--- src/rtl/mdar_pkg.sv ---
// Constants for the monitor data and alarm register bank.
// Assumes a single 10 MHz core clock and a byte-wide register port.

package mdar_pkg;

    // ------------------------------------------------------------
    // Widths
    // ------------------------------------------------------------
    localparam int ADDR_W    = 8;
    localparam int DATA_W    = 8;
    localparam int RES_W     = 12;
    localparam int CH_W      = 5;
    localparam int OUT_CH_W  = 4;
    localparam int NEED_W    = 3;
    localparam int RUN_W     = 4;
    localparam int IRQ_W     = 2;

    // ------------------------------------------------------------
    // Channel counts
    // ------------------------------------------------------------
    localparam int ADC_CHANS = 21;
    localparam int OUT_CHANS = 16;
    localparam int ALM_CHANS = 5;
    localparam int THR_BYTES = 20;

    // ------------------------------------------------------------
    // Register map
    // ------------------------------------------------------------
    localparam logic [ADDR_W-1:0] ADC_BASE   = 8'h20;
    localparam logic [ADDR_W-1:0] ADC_LAST   = 8'h49;
    localparam logic [ADDR_W-1:0] TEMP_LO    = 8'h4A;
    localparam logic [ADDR_W-1:0] TEMP_HI    = 8'h4B;
    localparam logic [ADDR_W-1:0] OUT_BASE   = 8'h50;
    localparam logic [ADDR_W-1:0] OUT_LAST   = 8'h6F;
    localparam logic [ADDR_W-1:0] ALARM_STAT = 8'h70;
    localparam logic [ADDR_W-1:0] THR_BASE   = 8'h80;
    localparam logic [ADDR_W-1:0] THR_LAST   = 8'h93;
    localparam logic [ADDR_W-1:0] CFG_ADDR   = 8'h94;
    localparam logic [ADDR_W-1:0] SRC_ADDR   = 8'h95;
    localparam logic [ADDR_W-1:0] NEED_ADDR  = 8'h96;
    localparam logic [ADDR_W-1:0] IRQ_STAT   = 8'h97;
    localparam logic [ADDR_W-1:0] IRQ_MASK   = 8'h98;

    // ------------------------------------------------------------
    // Fields and reset values
    // ------------------------------------------------------------
    localparam int LATCH_DIS_BIT = 4;
    localparam int IRQ_ALARM_BIT = 0;
    localparam int IRQ_CONV_BIT  = 1;
    localparam logic [CH_W-1:0]     ALM_FIRST_CH = 5'h10;
    localparam logic [DATA_W-1:0]   BYTE_ZERO    = 8'h00;
    localparam logic [3:0]          NIB_ZERO     = 4'h0;
    localparam logic [2:0]          STAT_RSV     = 3'h0;
    localparam logic [RES_W-1:0]    RES_ZERO     = 12'h000;
    localparam logic [DATA_W-1:0]   THR_LO_RST   = 8'h00;
    localparam logic [DATA_W-1:0]   THR_HI_RST   = 8'hFF;
    localparam logic [ALM_CHANS-1:0] SRC_RST     = 5'h00;
    localparam logic [NEED_W-1:0]   NEED_RST     = 3'h0;
    localparam logic [IRQ_W-1:0]    IRQ_RST      = 2'h0;
    localparam logic [RUN_W-1:0]    RUN_ZERO     = 4'h0;
    localparam logic [RUN_W-1:0]    RUN_MAX      = 4'hF;
    localparam logic [RUN_W-1:0]    RUN_ONE      = 4'h1;

endpackage

--- src/rtl/mdar_regs.sv ---
// Monitor data and alarm register bank: results, output codes, limit alarms.
// Assumes results come from same-clock converter logic as one-cycle strobes
// and that software uses the plain byte register port.
`timescale 1ns/10ps
`default_nettype none

module mdar_regs (
    // Clock and reset
    input  wire logic                                  core_clk,
    input  wire logic                                  rst,
    // Register port
    input  wire logic [mdar_pkg::ADDR_W-1:0]           reg_addr,
    input  wire logic [mdar_pkg::DATA_W-1:0]           reg_wdata,
    input  wire logic                                  reg_wr,
    input  wire logic                                  reg_rd,
    output var  logic [mdar_pkg::DATA_W-1:0]           reg_rdata,
    // Converter results
    input  wire logic                                  conv_valid,
    input  wire logic [mdar_pkg::CH_W-1:0]             conv_chan,
    input  wire logic [mdar_pkg::RES_W-1:0]            conversion_result_field,
    input  wire logic                                  temp_valid,
    input  wire logic [mdar_pkg::RES_W-1:0]            temp_result,
    // Output channel codes
    output var  logic [mdar_pkg::OUT_CHANS-1:0][mdar_pkg::RES_W-1:0] output_code_field,
    output var  logic                                  out_load,
    output var  logic [mdar_pkg::OUT_CH_W-1:0]         out_load_chan,
    // Alarms and interrupt
    output var  logic                                  alarm_output_pin,
    output var  logic                                  irq
);
    import mdar_pkg::*;

    // ------------------------------------------------------------
    // Storage
    // ------------------------------------------------------------
    logic [RES_W-1:0]     adc_q [0:ADC_CHANS-1];
    logic [RES_W-1:0]     temp_q;
    logic [DATA_W-1:0]    thr_q [0:THR_BYTES-1];
    logic                 latch_dis_q;
    logic [ALM_CHANS-1:0] src_q;
    logic [NEED_W-1:0]    need_q;
    logic [IRQ_W-1:0]     irq_stat_q;
    logic [IRQ_W-1:0]     irq_stat_d;
    logic [IRQ_W-1:0]     irq_mask_q;
    logic [ALM_CHANS-1:0] flags;
    logic [ALM_CHANS-1:0] raises;
    logic [DATA_W-1:0]    rd_d;
    logic [ADDR_W-1:0]    adc_off;
    logic [ADDR_W-1:0]    out_off;
    logic [ADDR_W-1:0]    thr_off;
    logic                 in_adc;
    logic                 in_out;
    logic                 in_thr;
    logic                 alarm_rd;
    logic                 irq_rd;

    assign adc_off  = reg_addr - ADC_BASE;
    assign out_off  = reg_addr - OUT_BASE;
    assign thr_off  = reg_addr - THR_BASE;
    assign in_adc   = (reg_addr >= ADC_BASE) && (reg_addr <= ADC_LAST);
    assign in_out   = (reg_addr >= OUT_BASE) && (reg_addr <= OUT_LAST);
    assign in_thr   = (reg_addr >= THR_BASE) && (reg_addr <= THR_LAST);
    assign alarm_rd = reg_rd && (reg_addr == ALARM_STAT);
    assign irq_rd   = reg_rd && (reg_addr == IRQ_STAT);

    // ------------------------------------------------------------
    // Converter and temperature results
    // ------------------------------------------------------------
    // Stored as delivered: inputs are unsigned, temperature is signed
    always_ff @(posedge core_clk or posedge rst) begin
        if (rst) begin
            for (int i = 0; i < ADC_CHANS; i++) begin
                adc_q[i] <= RES_ZERO;
            end
        end else if (conv_valid && (conv_chan < CH_W'(ADC_CHANS))) begin
            adc_q[conv_chan] <= conversion_result_field;
        end
    end

    always_ff @(posedge core_clk or posedge rst) begin
        if (rst) begin
            temp_q <= RES_ZERO;
        end else if (temp_valid) begin
            temp_q <= temp_result;
        end
    end

    // ------------------------------------------------------------
    // Output codes
    // ------------------------------------------------------------
    // Bytes update separately; a code passes through a mixed value between writes
    always_ff @(posedge core_clk or posedge rst) begin
        if (rst) begin
            output_code_field <= '0;
        end else if (reg_wr && in_out) begin
            if (!out_off[0]) begin
                output_code_field[out_off[4:1]][7:0] <= reg_wdata;
            end else begin
                output_code_field[out_off[4:1]][11:8] <= reg_wdata[3:0];
            end
        end
    end

    always_ff @(posedge core_clk or posedge rst) begin
        if (rst) begin
            out_load      <= 1'b0;
            out_load_chan <= '0;
        end else begin
            out_load <= reg_wr && in_out;
            if (reg_wr && in_out) begin
                out_load_chan <= out_off[4:1];
            end
        end
    end

    // ------------------------------------------------------------
    // Alarm settings
    // ------------------------------------------------------------
    // Upper limits reset to full scale so nothing alarms before set-up
    always_ff @(posedge core_clk or posedge rst) begin
        if (rst) begin
            for (int i = 0; i < THR_BYTES; i++) begin
                thr_q[i] <= ((i % 4) >= 2) ? THR_HI_RST : THR_LO_RST;
            end
        end else if (reg_wr && in_thr) begin
            thr_q[thr_off[4:0]] <= reg_wdata;
        end
    end

    always_ff @(posedge core_clk or posedge rst) begin
        if (rst) begin
            latch_dis_q <= 1'b0;
            src_q       <= SRC_RST;
            need_q      <= NEED_RST;
            irq_mask_q  <= IRQ_RST;
        end else if (reg_wr) begin
            if (reg_addr == CFG_ADDR) begin
                latch_dis_q <= reg_wdata[LATCH_DIS_BIT];
            end
            if (reg_addr == SRC_ADDR) begin
                src_q <= reg_wdata[ALM_CHANS-1:0];
            end
            if (reg_addr == NEED_ADDR) begin
                need_q <= reg_wdata[NEED_W-1:0];
            end
            if (reg_addr == IRQ_MASK) begin
                irq_mask_q <= reg_wdata[IRQ_W-1:0];
            end
        end
    end

    // ------------------------------------------------------------
    // Limit-checked channels 16 to 20
    // ------------------------------------------------------------
    for (genvar g = 0; g < ALM_CHANS; g++) begin : g_alarm
        mdar_alarm_chan u_chan (
            .core_clk  (core_clk),
            .rst       (rst),
            .sample_en (conv_valid && (conv_chan == ALM_FIRST_CH + CH_W'(g))),
            .result    (conversion_result_field),
            .lo_thr    ({thr_q[4*g+1][3:0], thr_q[4*g]}),
            .hi_thr    ({thr_q[4*g+3][3:0], thr_q[4*g+2]}),
            .need_set  (need_q),
            .latch_dis (latch_dis_q),
            .read_clr  (alarm_rd),
            .flag_q    (flags[g]),
            .raise     (raises[g])
        );
    end

    // Pin follows the already latched flags selected by a zero source bit
    always_ff @(posedge core_clk or posedge rst) begin
        if (rst) begin
            alarm_output_pin <= 1'b0;
        end else begin
            alarm_output_pin <= |(flags & ~src_q);
        end
    end

    // ------------------------------------------------------------
    // Interrupt status, mask and line
    // ------------------------------------------------------------
    always_comb begin
        irq_stat_d = irq_stat_q;
        if (irq_rd) begin
            irq_stat_d = IRQ_RST;
        end
        if (|raises) begin
            irq_stat_d[IRQ_ALARM_BIT] = 1'b1;
        end
        if (conv_valid) begin
            irq_stat_d[IRQ_CONV_BIT] = 1'b1;
        end
    end

    always_ff @(posedge core_clk or posedge rst) begin
        if (rst) begin
            irq_stat_q <= IRQ_RST;
            irq        <= 1'b0;
        end else begin
            irq_stat_q <= irq_stat_d;
            irq        <= |(irq_stat_d & irq_mask_q);
        end
    end

    // ------------------------------------------------------------
    // Read path
    // ------------------------------------------------------------
    always_comb begin
        rd_d = BYTE_ZERO;
        if (in_adc) begin
            if (!adc_off[0]) begin
                rd_d = adc_q[adc_off[5:1]][7:0];
            end else begin
                rd_d = {NIB_ZERO, adc_q[adc_off[5:1]][11:8]};
            end
        end else if (reg_addr == TEMP_LO) begin
            rd_d = temp_q[7:0];
        end else if (reg_addr == TEMP_HI) begin
            rd_d = {NIB_ZERO, temp_q[11:8]};
        end else if (in_out) begin
            if (!out_off[0]) begin
                rd_d = output_code_field[out_off[4:1]][7:0];
            end else begin
                rd_d = {NIB_ZERO, output_code_field[out_off[4:1]][11:8]};
            end
        end else if (reg_addr == ALARM_STAT) begin
            rd_d = {STAT_RSV, flags};
        end else if (in_thr) begin
            if (!thr_off[0]) begin
                rd_d = thr_q[thr_off[4:0]];
            end else begin
                rd_d = {NIB_ZERO, thr_q[thr_off[4:0]][3:0]};
            end
        end else if (reg_addr == CFG_ADDR) begin
            rd_d[LATCH_DIS_BIT] = latch_dis_q;
        end else if (reg_addr == SRC_ADDR) begin
            rd_d[ALM_CHANS-1:0] = src_q;
        end else if (reg_addr == NEED_ADDR) begin
            rd_d[NEED_W-1:0] = need_q;
        end else if (reg_addr == IRQ_STAT) begin
            rd_d[IRQ_W-1:0] = irq_stat_q;
        end else if (reg_addr == IRQ_MASK) begin
            rd_d[IRQ_W-1:0] = irq_mask_q;
        end
    end

    // Data stands only in the cycle after the strobe
    always_ff @(posedge core_clk or posedge rst) begin
        if (rst) begin
            reg_rdata <= BYTE_ZERO;
        end else if (reg_rd) begin
            reg_rdata <= rd_d;
        end else begin
            reg_rdata <= BYTE_ZERO;
        end
    end

    // ------------------------------------------------------------
    // Checks
    // ------------------------------------------------------------
    logic [RES_W-1:0] adc0_w;
    assign adc0_w = adc_q[0];

    adc_low_read_a: assert property (@(posedge core_clk) disable iff (rst)
        reg_rd && reg_addr == ADC_BASE |=> reg_rdata == $past(adc0_w[7:0]))
        else $error("channel 0 low byte read wrong");

    adc_high_rsv_a: assert property (@(posedge core_clk) disable iff (rst)
        reg_rd && in_adc && adc_off[0] |=> reg_rdata[7:4] == NIB_ZERO)
        else $error("result high byte reserved bits set");

    adc_store_a: assert property (@(posedge core_clk) disable iff (rst)
        conv_valid && conv_chan == '0 |=> adc0_w == $past(conversion_result_field))
        else $error("result not stored unchanged");

    temp_low_a: assert property (@(posedge core_clk) disable iff (rst)
        temp_valid ##1 reg_rd && reg_addr == TEMP_LO && !temp_valid
        |=> reg_rdata == $past(temp_result[7:0], 2))
        else $error("temperature low byte wrong");

    temp_high_a: assert property (@(posedge core_clk) disable iff (rst)
        reg_rd && reg_addr == TEMP_HI |=> reg_rdata[7:4] == NIB_ZERO)
        else $error("temperature high byte reserved bits set");

    out_code_wr_a: assert property (@(posedge core_clk) disable iff (rst)
        reg_wr && reg_addr == OUT_BASE
        |=> output_code_field[0][7:0] == $past(reg_wdata) && out_load && out_load_chan == '0)
        else $error("output code byte not stored or not loaded");

    status_rsv_a: assert property (@(posedge core_clk) disable iff (rst)
        reg_rd && reg_addr == ALARM_STAT |=> reg_rdata[7:5] == STAT_RSV)
        else $error("status reserved bits set");

    status_clear_a: assert property (@(posedge core_clk) disable iff (rst)
        alarm_rd && !conv_valid && !latch_dis_q |=> flags == '0)
        else $error("status read did not clear the flags");

    pin_follow_a: assert property (@(posedge core_clk) disable iff (rst)
        |(flags & ~src_q) |=> alarm_output_pin)
        else $error("alarm pin not raised by a selected flag");

    irq_level_a: assert property (@(posedge core_clk) disable iff (rst)
        irq == |(irq_stat_q & $past(irq_mask_q)))
        else $error("interrupt line disagrees with unmasked status");

    status_read_a: assert property (@(posedge core_clk) disable iff (rst)
        alarm_rd |=> reg_rdata[ALM_CHANS-1:0] == $past(flags))
        else $error("status byte does not show the flags");

    rdata_idle_a: assert property (@(posedge core_clk) disable iff (rst)
        !reg_rd |=> reg_rdata == BYTE_ZERO)
        else $error("read data outside the cycle after a read");

    temp_store_a: assert property (@(posedge core_clk) disable iff (rst)
        temp_valid |=> temp_q == $past(temp_result))
        else $error("temperature not stored unchanged");

    temp_ro_a: assert property (@(posedge core_clk) disable iff (rst)
        reg_wr && reg_addr == TEMP_LO && !temp_valid |=> temp_q == $past(temp_q))
        else $error("write changed the temperature");

    adc_ro_a: assert property (@(posedge core_clk) disable iff (rst)
        reg_wr && reg_addr == ADC_BASE && !conv_valid |=> adc0_w == $past(adc0_w))
        else $error("write changed a result");

    out_hi_rsv_a: assert property (@(posedge core_clk) disable iff (rst)
        reg_rd && in_out && out_off[0] |=> reg_rdata[7:4] == NIB_ZERO)
        else $error("output code high byte reserved bits set");

    irq_clear_a: assert property (@(posedge core_clk) disable iff (rst)
        irq_rd && !conv_valid && !(|raises) |=> irq_stat_q == IRQ_RST)
        else $error("interrupt status not cleared by its read");

    pin_src_a: assert property (@(posedge core_clk) disable iff (rst)
        (flags & ~src_q) == '0 |=> !alarm_output_pin)
        else $error("alarm pin raised without a selected flag");

    unmapped_rd_a: assert property (@(posedge core_clk) disable iff (rst)
        reg_rd && reg_addr > IRQ_MASK |=> reg_rdata == BYTE_ZERO)
        else $error("unmapped address read nonzero");

    flag_set_c: cover property (@(posedge core_clk) disable iff (rst) |raises);
    read_clr_c: cover property (@(posedge core_clk) disable iff (rst) alarm_rd && |flags);
    pin_c:      cover property (@(posedge core_clk) disable iff (rst) alarm_output_pin);
    irq_c:      cover property (@(posedge core_clk) disable iff (rst) irq ##1 irq_rd);
    load_c:     cover property (@(posedge core_clk) disable iff (rst) out_load);

endmodule

`default_nettype wire

--- src/rtl/mdar_alarm_chan.sv ---
// One limit-checked alarm channel: run counter and status flag.
// Assumes results arrive as single-cycle strobes from same-clock logic.
`timescale 1ns/10ps
`default_nettype none

module mdar_alarm_chan (
    // Clock and reset
    input  wire logic                          core_clk,
    input  wire logic                          rst,
    // Result and window
    input  wire logic                          sample_en,
    input  wire logic [mdar_pkg::RES_W-1:0]    result,
    input  wire logic [mdar_pkg::RES_W-1:0]    lo_thr,
    input  wire logic [mdar_pkg::RES_W-1:0]    hi_thr,
    // Settings
    input  wire logic [mdar_pkg::NEED_W-1:0]   need_set,
    input  wire logic                          latch_dis,
    input  wire logic                          read_clr,
    // Flag
    output var  logic                          flag_q,
    output logic                               raise
);
    import mdar_pkg::*;

    logic [RUN_W-1:0] run_q;
    logic [RUN_W-1:0] run_d;
    logic [RUN_W-1:0] need;
    logic             oor;
    logic             cond_d;
    logic             flag_d;

    // ------------------------------------------------------------
    // Window check and run of out-of-range results
    // ------------------------------------------------------------
    assign need = {1'b0, need_set} + RUN_ONE;
    assign oor  = (result < lo_thr) || (result > hi_thr);

    always_comb begin
        run_d = run_q;
        if (sample_en) begin
            if (!oor) begin
                run_d = RUN_ZERO;
            end else if (run_q != RUN_MAX) begin
                run_d = run_q + RUN_ONE;
            end
        end
    end

    assign cond_d = (run_d >= need);

    always_ff @(posedge core_clk or posedge rst) begin
        if (rst) begin
            run_q <= RUN_ZERO;
        end else begin
            run_q <= run_d;
        end
    end

    // ------------------------------------------------------------
    // Flag: a new result wins over a read in the same cycle
    // ------------------------------------------------------------
    always_comb begin
        if (latch_dis) begin
            flag_d = cond_d;
        end else if (sample_en && cond_d) begin
            flag_d = 1'b1;
        end else if (read_clr) begin
            flag_d = 1'b0;
        end else begin
            flag_d = flag_q;
        end
    end

    assign raise = flag_d & ~flag_q;

    always_ff @(posedge core_clk or posedge rst) begin
        if (rst) begin
            flag_q <= 1'b0;
        end else begin
            flag_q <= flag_d;
        end
    end

    // ------------------------------------------------------------
    // Checks
    // ------------------------------------------------------------
    run_reset_a: assert property (@(posedge core_clk) disable iff (rst)
        sample_en && !oor |=> run_q == RUN_ZERO)
        else $error("run not reset by an in-range result");

    flag_run_a: assert property (@(posedge core_clk) disable iff (rst)
        !latch_dis && !flag_q ##1 flag_q |-> run_q >= need)
        else $error("flag set before N results in a row");

    flag_hold_a: assert property (@(posedge core_clk) disable iff (rst)
        flag_q && !read_clr && !latch_dis |=> flag_q)
        else $error("latched flag dropped without a read");

    follow_a: assert property (@(posedge core_clk) disable iff (rst)
        latch_dis && sample_en && !oor |=> !flag_q)
        else $error("unlatched flag stayed after recovery");

endmodule

`default_nettype wire

--- config.mk ---
export PLATFORM = sky130hd
export DESIGN_NAME = mdar_regs
export DESIGN_NICKNAME = d
export VERILOG_FILES = /design/src/rtl/mdar_pkg.sv /design/src/rtl/mdar_regs.sv /design/src/rtl/mdar_alarm_chan.sv
export SDC_FILE = /design/constraint.sdc
export NUM_CORES = 2
export LEC_CHECK = 0
export BUFFER_PORTS_ARGS = -buffer_cell sky130_fd_sc_hd__buf_2
export CORE_ASPECT_RATIO = 1.4
export CORE_MARGIN = 4
export CORE_UTILIZATION = 30
export DETAILED_ROUTE_END_ITERATION = 7
export PLACE_DENSITY_LB_ADDON = 0.05
export SLEW_MARGIN = 20
export SYNTH_ARGS = -nofsm -noshare
export SYNTH_HDL_FRONTEND = slang
export SYNTH_SLANG_ARGS = --single-unit
--- constraint.sdc ---
create_clock -name core_clk -period 23.7 [get_ports core_clk]
set_clock_uncertainty 0.05 [all_clocks]
set_input_delay 4.74 -clock core_clk [delete_from_list [all_inputs] [get_ports core_clk]]
set_output_delay 4.74 -clock core_clk [all_outputs]
set_load 0.03 [all_outputs]
==> Flow_metrics.wiki <==
{| class="wikitable"
! Metric !! Value
|-
| Outcome || completed
|-
| Synth Area per Inst || 12.55 um2
|-
| Register-to-Register Setup Slack || 19.24 ns
|-
| Weighted congestion reported at the end of routability-driven placement || roughly 0.85
|-
| Worst Max-Slew Pin Slew || roughly 1.2 ns
|-
| Die footprint || between 0.1 and 0.15 mm2
|-
| Pin count of the biggest net entering global routing || 151
|-
| Xor/xnor cell area share of the yosys netlist || less than 1%
|-
| Leakage power figure || 18.73 nW
|-
| # DRC || 0
|-
| Data arrival time at the worst-slack endpoint || 9.19 ns
|-
| Wire length after detailed routing || 129.9 mm
|-
| Fraction of final layout cells sized beyond drive strength 1 || 39.66%
|-
| CP peak stage delay || 0.67 ns
|-
| Gate family responsible for the most delay along the worst path || compound AO/OA/AOI/OAI gates
|-
| Global-route wire length before repair || 189.4 mm
|-
| Clock latency on the worst-skew pair || 0.69 ns
|-
| Synth Net Count || 2912
|-
| Synthesis warning total || 0
|-
| Buffers and inverters on the worst path || 2
|-
| Classification of the worst-slack hold path || reg2reg
|-
| Primary flip-flop cell chosen by synthesis mapping || dfrtp_1
|-
| Sequential fraction of the synthesis area || 49.17%
|-
| Synth unique cells || 79
|-
| Placed cell areas || 0.03688 mm2
|-
| Antenna violations before repair || 2
|-
| First-iteration detailed-routing DRC count || 1486
|-
| CTS HTree Levels || 3
|-
| Std cell rows || 146
|-
| Total I/O pin count || 258
|-
| Cells traversed along the worst timing path || buf_2 -> ha_1 -> a21o_1 -> a21o_1 -> a211oi_1 -> o221ai_1 -> a221oi_1 -> buf_4 -> or2_2 -> ha_1 -> nand2b_1 -> a21o_1 -> a21o_1 -> a21oi_1 -> nor3_1 -> or3_1 -> a22o_1
|-
| Worst setup path class || in2reg
|-
| Pre-CTS setup slack || around 14 ns
|-
| Hold endpoint || adc_q[26]
|-
| Final critical-path share of the clock period || 36.60%
|-
| Clock-pin slew reported for the worst setup and hold paths after clock tree synthesis || 0.06 ns
|-
| Count of placed standard cells in the final layout, fillers left out || 4461
|-
| Simple-gate share of the synthesized area || approximately 7.7%
|-
| Final nets || around 3100
|-
| Worst-path maximum fanout || 31
|-
| RSZ-0062 raised after global routing || false
|-
| Category of the worst setup path launch point || input pin
|-
| Maximum ir drop on the vdd rail || 0.00005036 V
|-
| Total global routing track utilization || between 20% and 30%
|-
| Most common library cell in the layout ignoring fill and taps || dfrtp_1
|-
| Placeable core region || between 0.1 and 0.15 mm2
|-
| Most common cell type on the critical path || a21o_1
|-
| Count of max-cap constraint violations || 0
|-
| Count of flip-flops with a built-in enable after synthesis || 0
|-
| Endpoint class of the critical path || flip-flop
|-
| Filler cells || 11080
|-
| Finished layout cell area || 0.03959 mm2
|-
| Post-synthesis compound-gate area fraction || under 10%
|-
| Setup slack of the critical path after layout || 15.03 ns
|-
| Highest attainable clock frequency || 0.1153 GHz
|-
| Signed area change from the synthesized netlist to the final layout || 15.93%
|-
| Fraction of registers with async set/reset || 100.0%
|-
| Number of cells produced by synthesis || approximately 2700
|-
| Worst slew margin relative to its limit || 21.55%
|-
| CTS tree || done
|-
| Highest-count cells in the layout ignoring fill and taps || 588 x dfrtp_1, 484 x mux2_2, 303 x nand2_1, 252 x buf_2, 167 x mux4_2
|-
| Critical path data required time || 24.21 ns
|-
| Post-Synthesis Cell Area || 0.03415 mm2
|-
| TNS Setup || 0 ns
|-
| Clock buffer count from CTS || 78
|-
| Total vias in the final route || ~24000
|-
| Hold-fix buffers, CTS || 0
|-
| Startpoint of the worst-slack reg-to-reg timing path || thr_q[77]
|-
| Initial DRT Pass Iterations || 6
|-
| Total gr overflow || 0
|-
| Number of placed instances with taps included || 4316
|-
| Final Critical Period || 8.675 ns
|-
| Power density over the cells || 79.34 mW/mm2
|-
| Synthesized-area fraction occupied by adder cells || 5.167%
|-
| Height of the die || 407.2 um
|-
| Maximum buffer depth of the clock tree || 3
|-
| Via/cell ratio || 5.276
|-
| Slowest stage cell, crit path || a221oi_1
|-
| Antenna-violating nets left || 0
|-
| Count of final hold-check violations || 0
|-
| Number of stages on the worst hold path || 2
|-
| Resized cells post-CTS || 0
|-
| Combinational family with the most area after synthesis || multiplexers
|-
| Beginning of the worst hold path || adc_q[26]
|-
| HPWL after DPL || between 90 and 100 mm
|-
| Buffers inserted by post-CTS timing repair || 0
|-
| Die width || 293.1 um
|-
| Register bit total from synthesis || 667
|-
| Starting density of the core || 30.20%
|-
| Final-report setup violation count || 0
|-
| Detail-routed net length per standard cell || 29.13 um
|-
| Final slew viol count || 0
|-
| Register-to-Register Path Depth || 17
|-
| Number of global-route vias before repair || approximately 25000
|-
| Total of buffers placed on input and output ports || 257
|-
| Multiplexer area fraction after synthesis || 27.73%
|-
| Worst R2R End || irq
|-
| Root Buffer Master || clkbuf_16
|-
| Clock sinks || roughly 670
|}
==> kinds of logic (layout without fill, tap and decap cells) <==
group	Yosys count	in the layout
AO/OA/AOI/OAI	338	338
XOR/XNOR	5	5
adder cells (fa/ha/maj)	141	141
buffers and inverters	315	575
flip-flops	667	667
multiplexers	673	673
other	0	1
AND/OR/NAND/NOR	581	581
==> routing by layer <==
layer	global-route usage [%]	wire length, um	vias up
li1	-	-	10240
met1	27.57	54550	12600
met2	38.24	66670	564
met3	3.244	5288	144
met4	6.275	3436	0
met5	0	0	-
==> cells in the mapped netlist, drive strengths merged, types with 8 or more instances <==
master  count  area, um2
a21oi      57      285.3
mux2i      15      150.1
a21o       33      247.7
inv       132      495.5
dfstp      79       2076
nand2     303       1137
o22ai      11      68.82
nor2      100      387.9
mux2      489       5507
nor2b      23      143.9
nand4      21      131.4
ha        141       1764
nor4        8      65.06
nor3       26      151.4
a211oi     20      150.1
clkbuf    101      379.1
nand2b     16      100.1
mux4      169       3814
buf        82      488.0
a221oi     11      102.6
nand3      41      205.2
dfrtp     588      14710
o21ai     147      735.7
==> how the worst max path moves through the flow <==
stage	start	to	slack (ns)	cells after the start
floorplan	rst	adc0_w[0]	0.35	1
global placement	conversion_result_field[9]	irq	14.10	17
detailed placement	conversion_result_field[9]	irq	14.03	17
CTS	conversion_result_field[9]	irq	14.77	17
global route	conversion_result_field[0]	irq	14.73	18
finish	conversion_result_field[5]	irq	15.03	17
==> tightest hold or removal path: stages (launching register included) <==
cell and delay [ns]:
dfrtp_1 0.34, nand2_1 0.05, nand2_1 0.06
==> where the power goes <==
part | total, W | internal, W | switching (W)
combinational | 0.000494 | 0.000216 | 0.000278
clock | 0.00129 | 0.000750 | 0.000535
sequential | 0.00136 | 0.00128 | 0.0000851
total | 0.00314 | 0.00224 | 0.000898
==> registers in the layout, indices dropped and copies added (netlist names) <==
register / count
g_alarm.u_chan.flag_q: 5
irq_stat_q: 2
output_code_field: 192
irq_mask_q: 2
irq: 1
latch_dis_q: 1
out_load: 1
src_q: 5
temp_q: 12
out_load_chan: 4
thr_q: 158
alarm_output_pin: 1
reg_rdata: 8
adc_q: 240
adc0_w: 12
g_alarm.u_chan.run_q: 20
need_q: 3
==> layout make-up <==
| cell class | instances | area [um2] | area share (%) |
|---|---|---|---|
| flip-flops and latches | 667 | 16790 | 42.41 |
| repair buffers | 299 | 1663 | 4.201 |
| clock buffers | 117 | 2238 | 5.655 |
| diodes | 1 | 2.502 | 0.006322 |
| multi-input cells | 1738 | 16090 | 40.65 |
| clock inverters | 27 | 445.4 | 1.125 |
| inverters | 132 | 503.0 | 1.271 |
| well taps | 1480 | 1852 | 4.678 |
==> per-stage QoR <==
step	hold slack (ns)	total power [W]	utilization [%]
floorplan	0.3905	0.001700	-
global placement	0.4042	0.001868	32.61
detailed placement	0.4123	0.001882	32.62
CTS	0.4310	0.003195	34.99
global route	0.4477	0.003291	35.01
finish	0.4244	0.003141	35.01
Power figures use the tool's default switching activity.
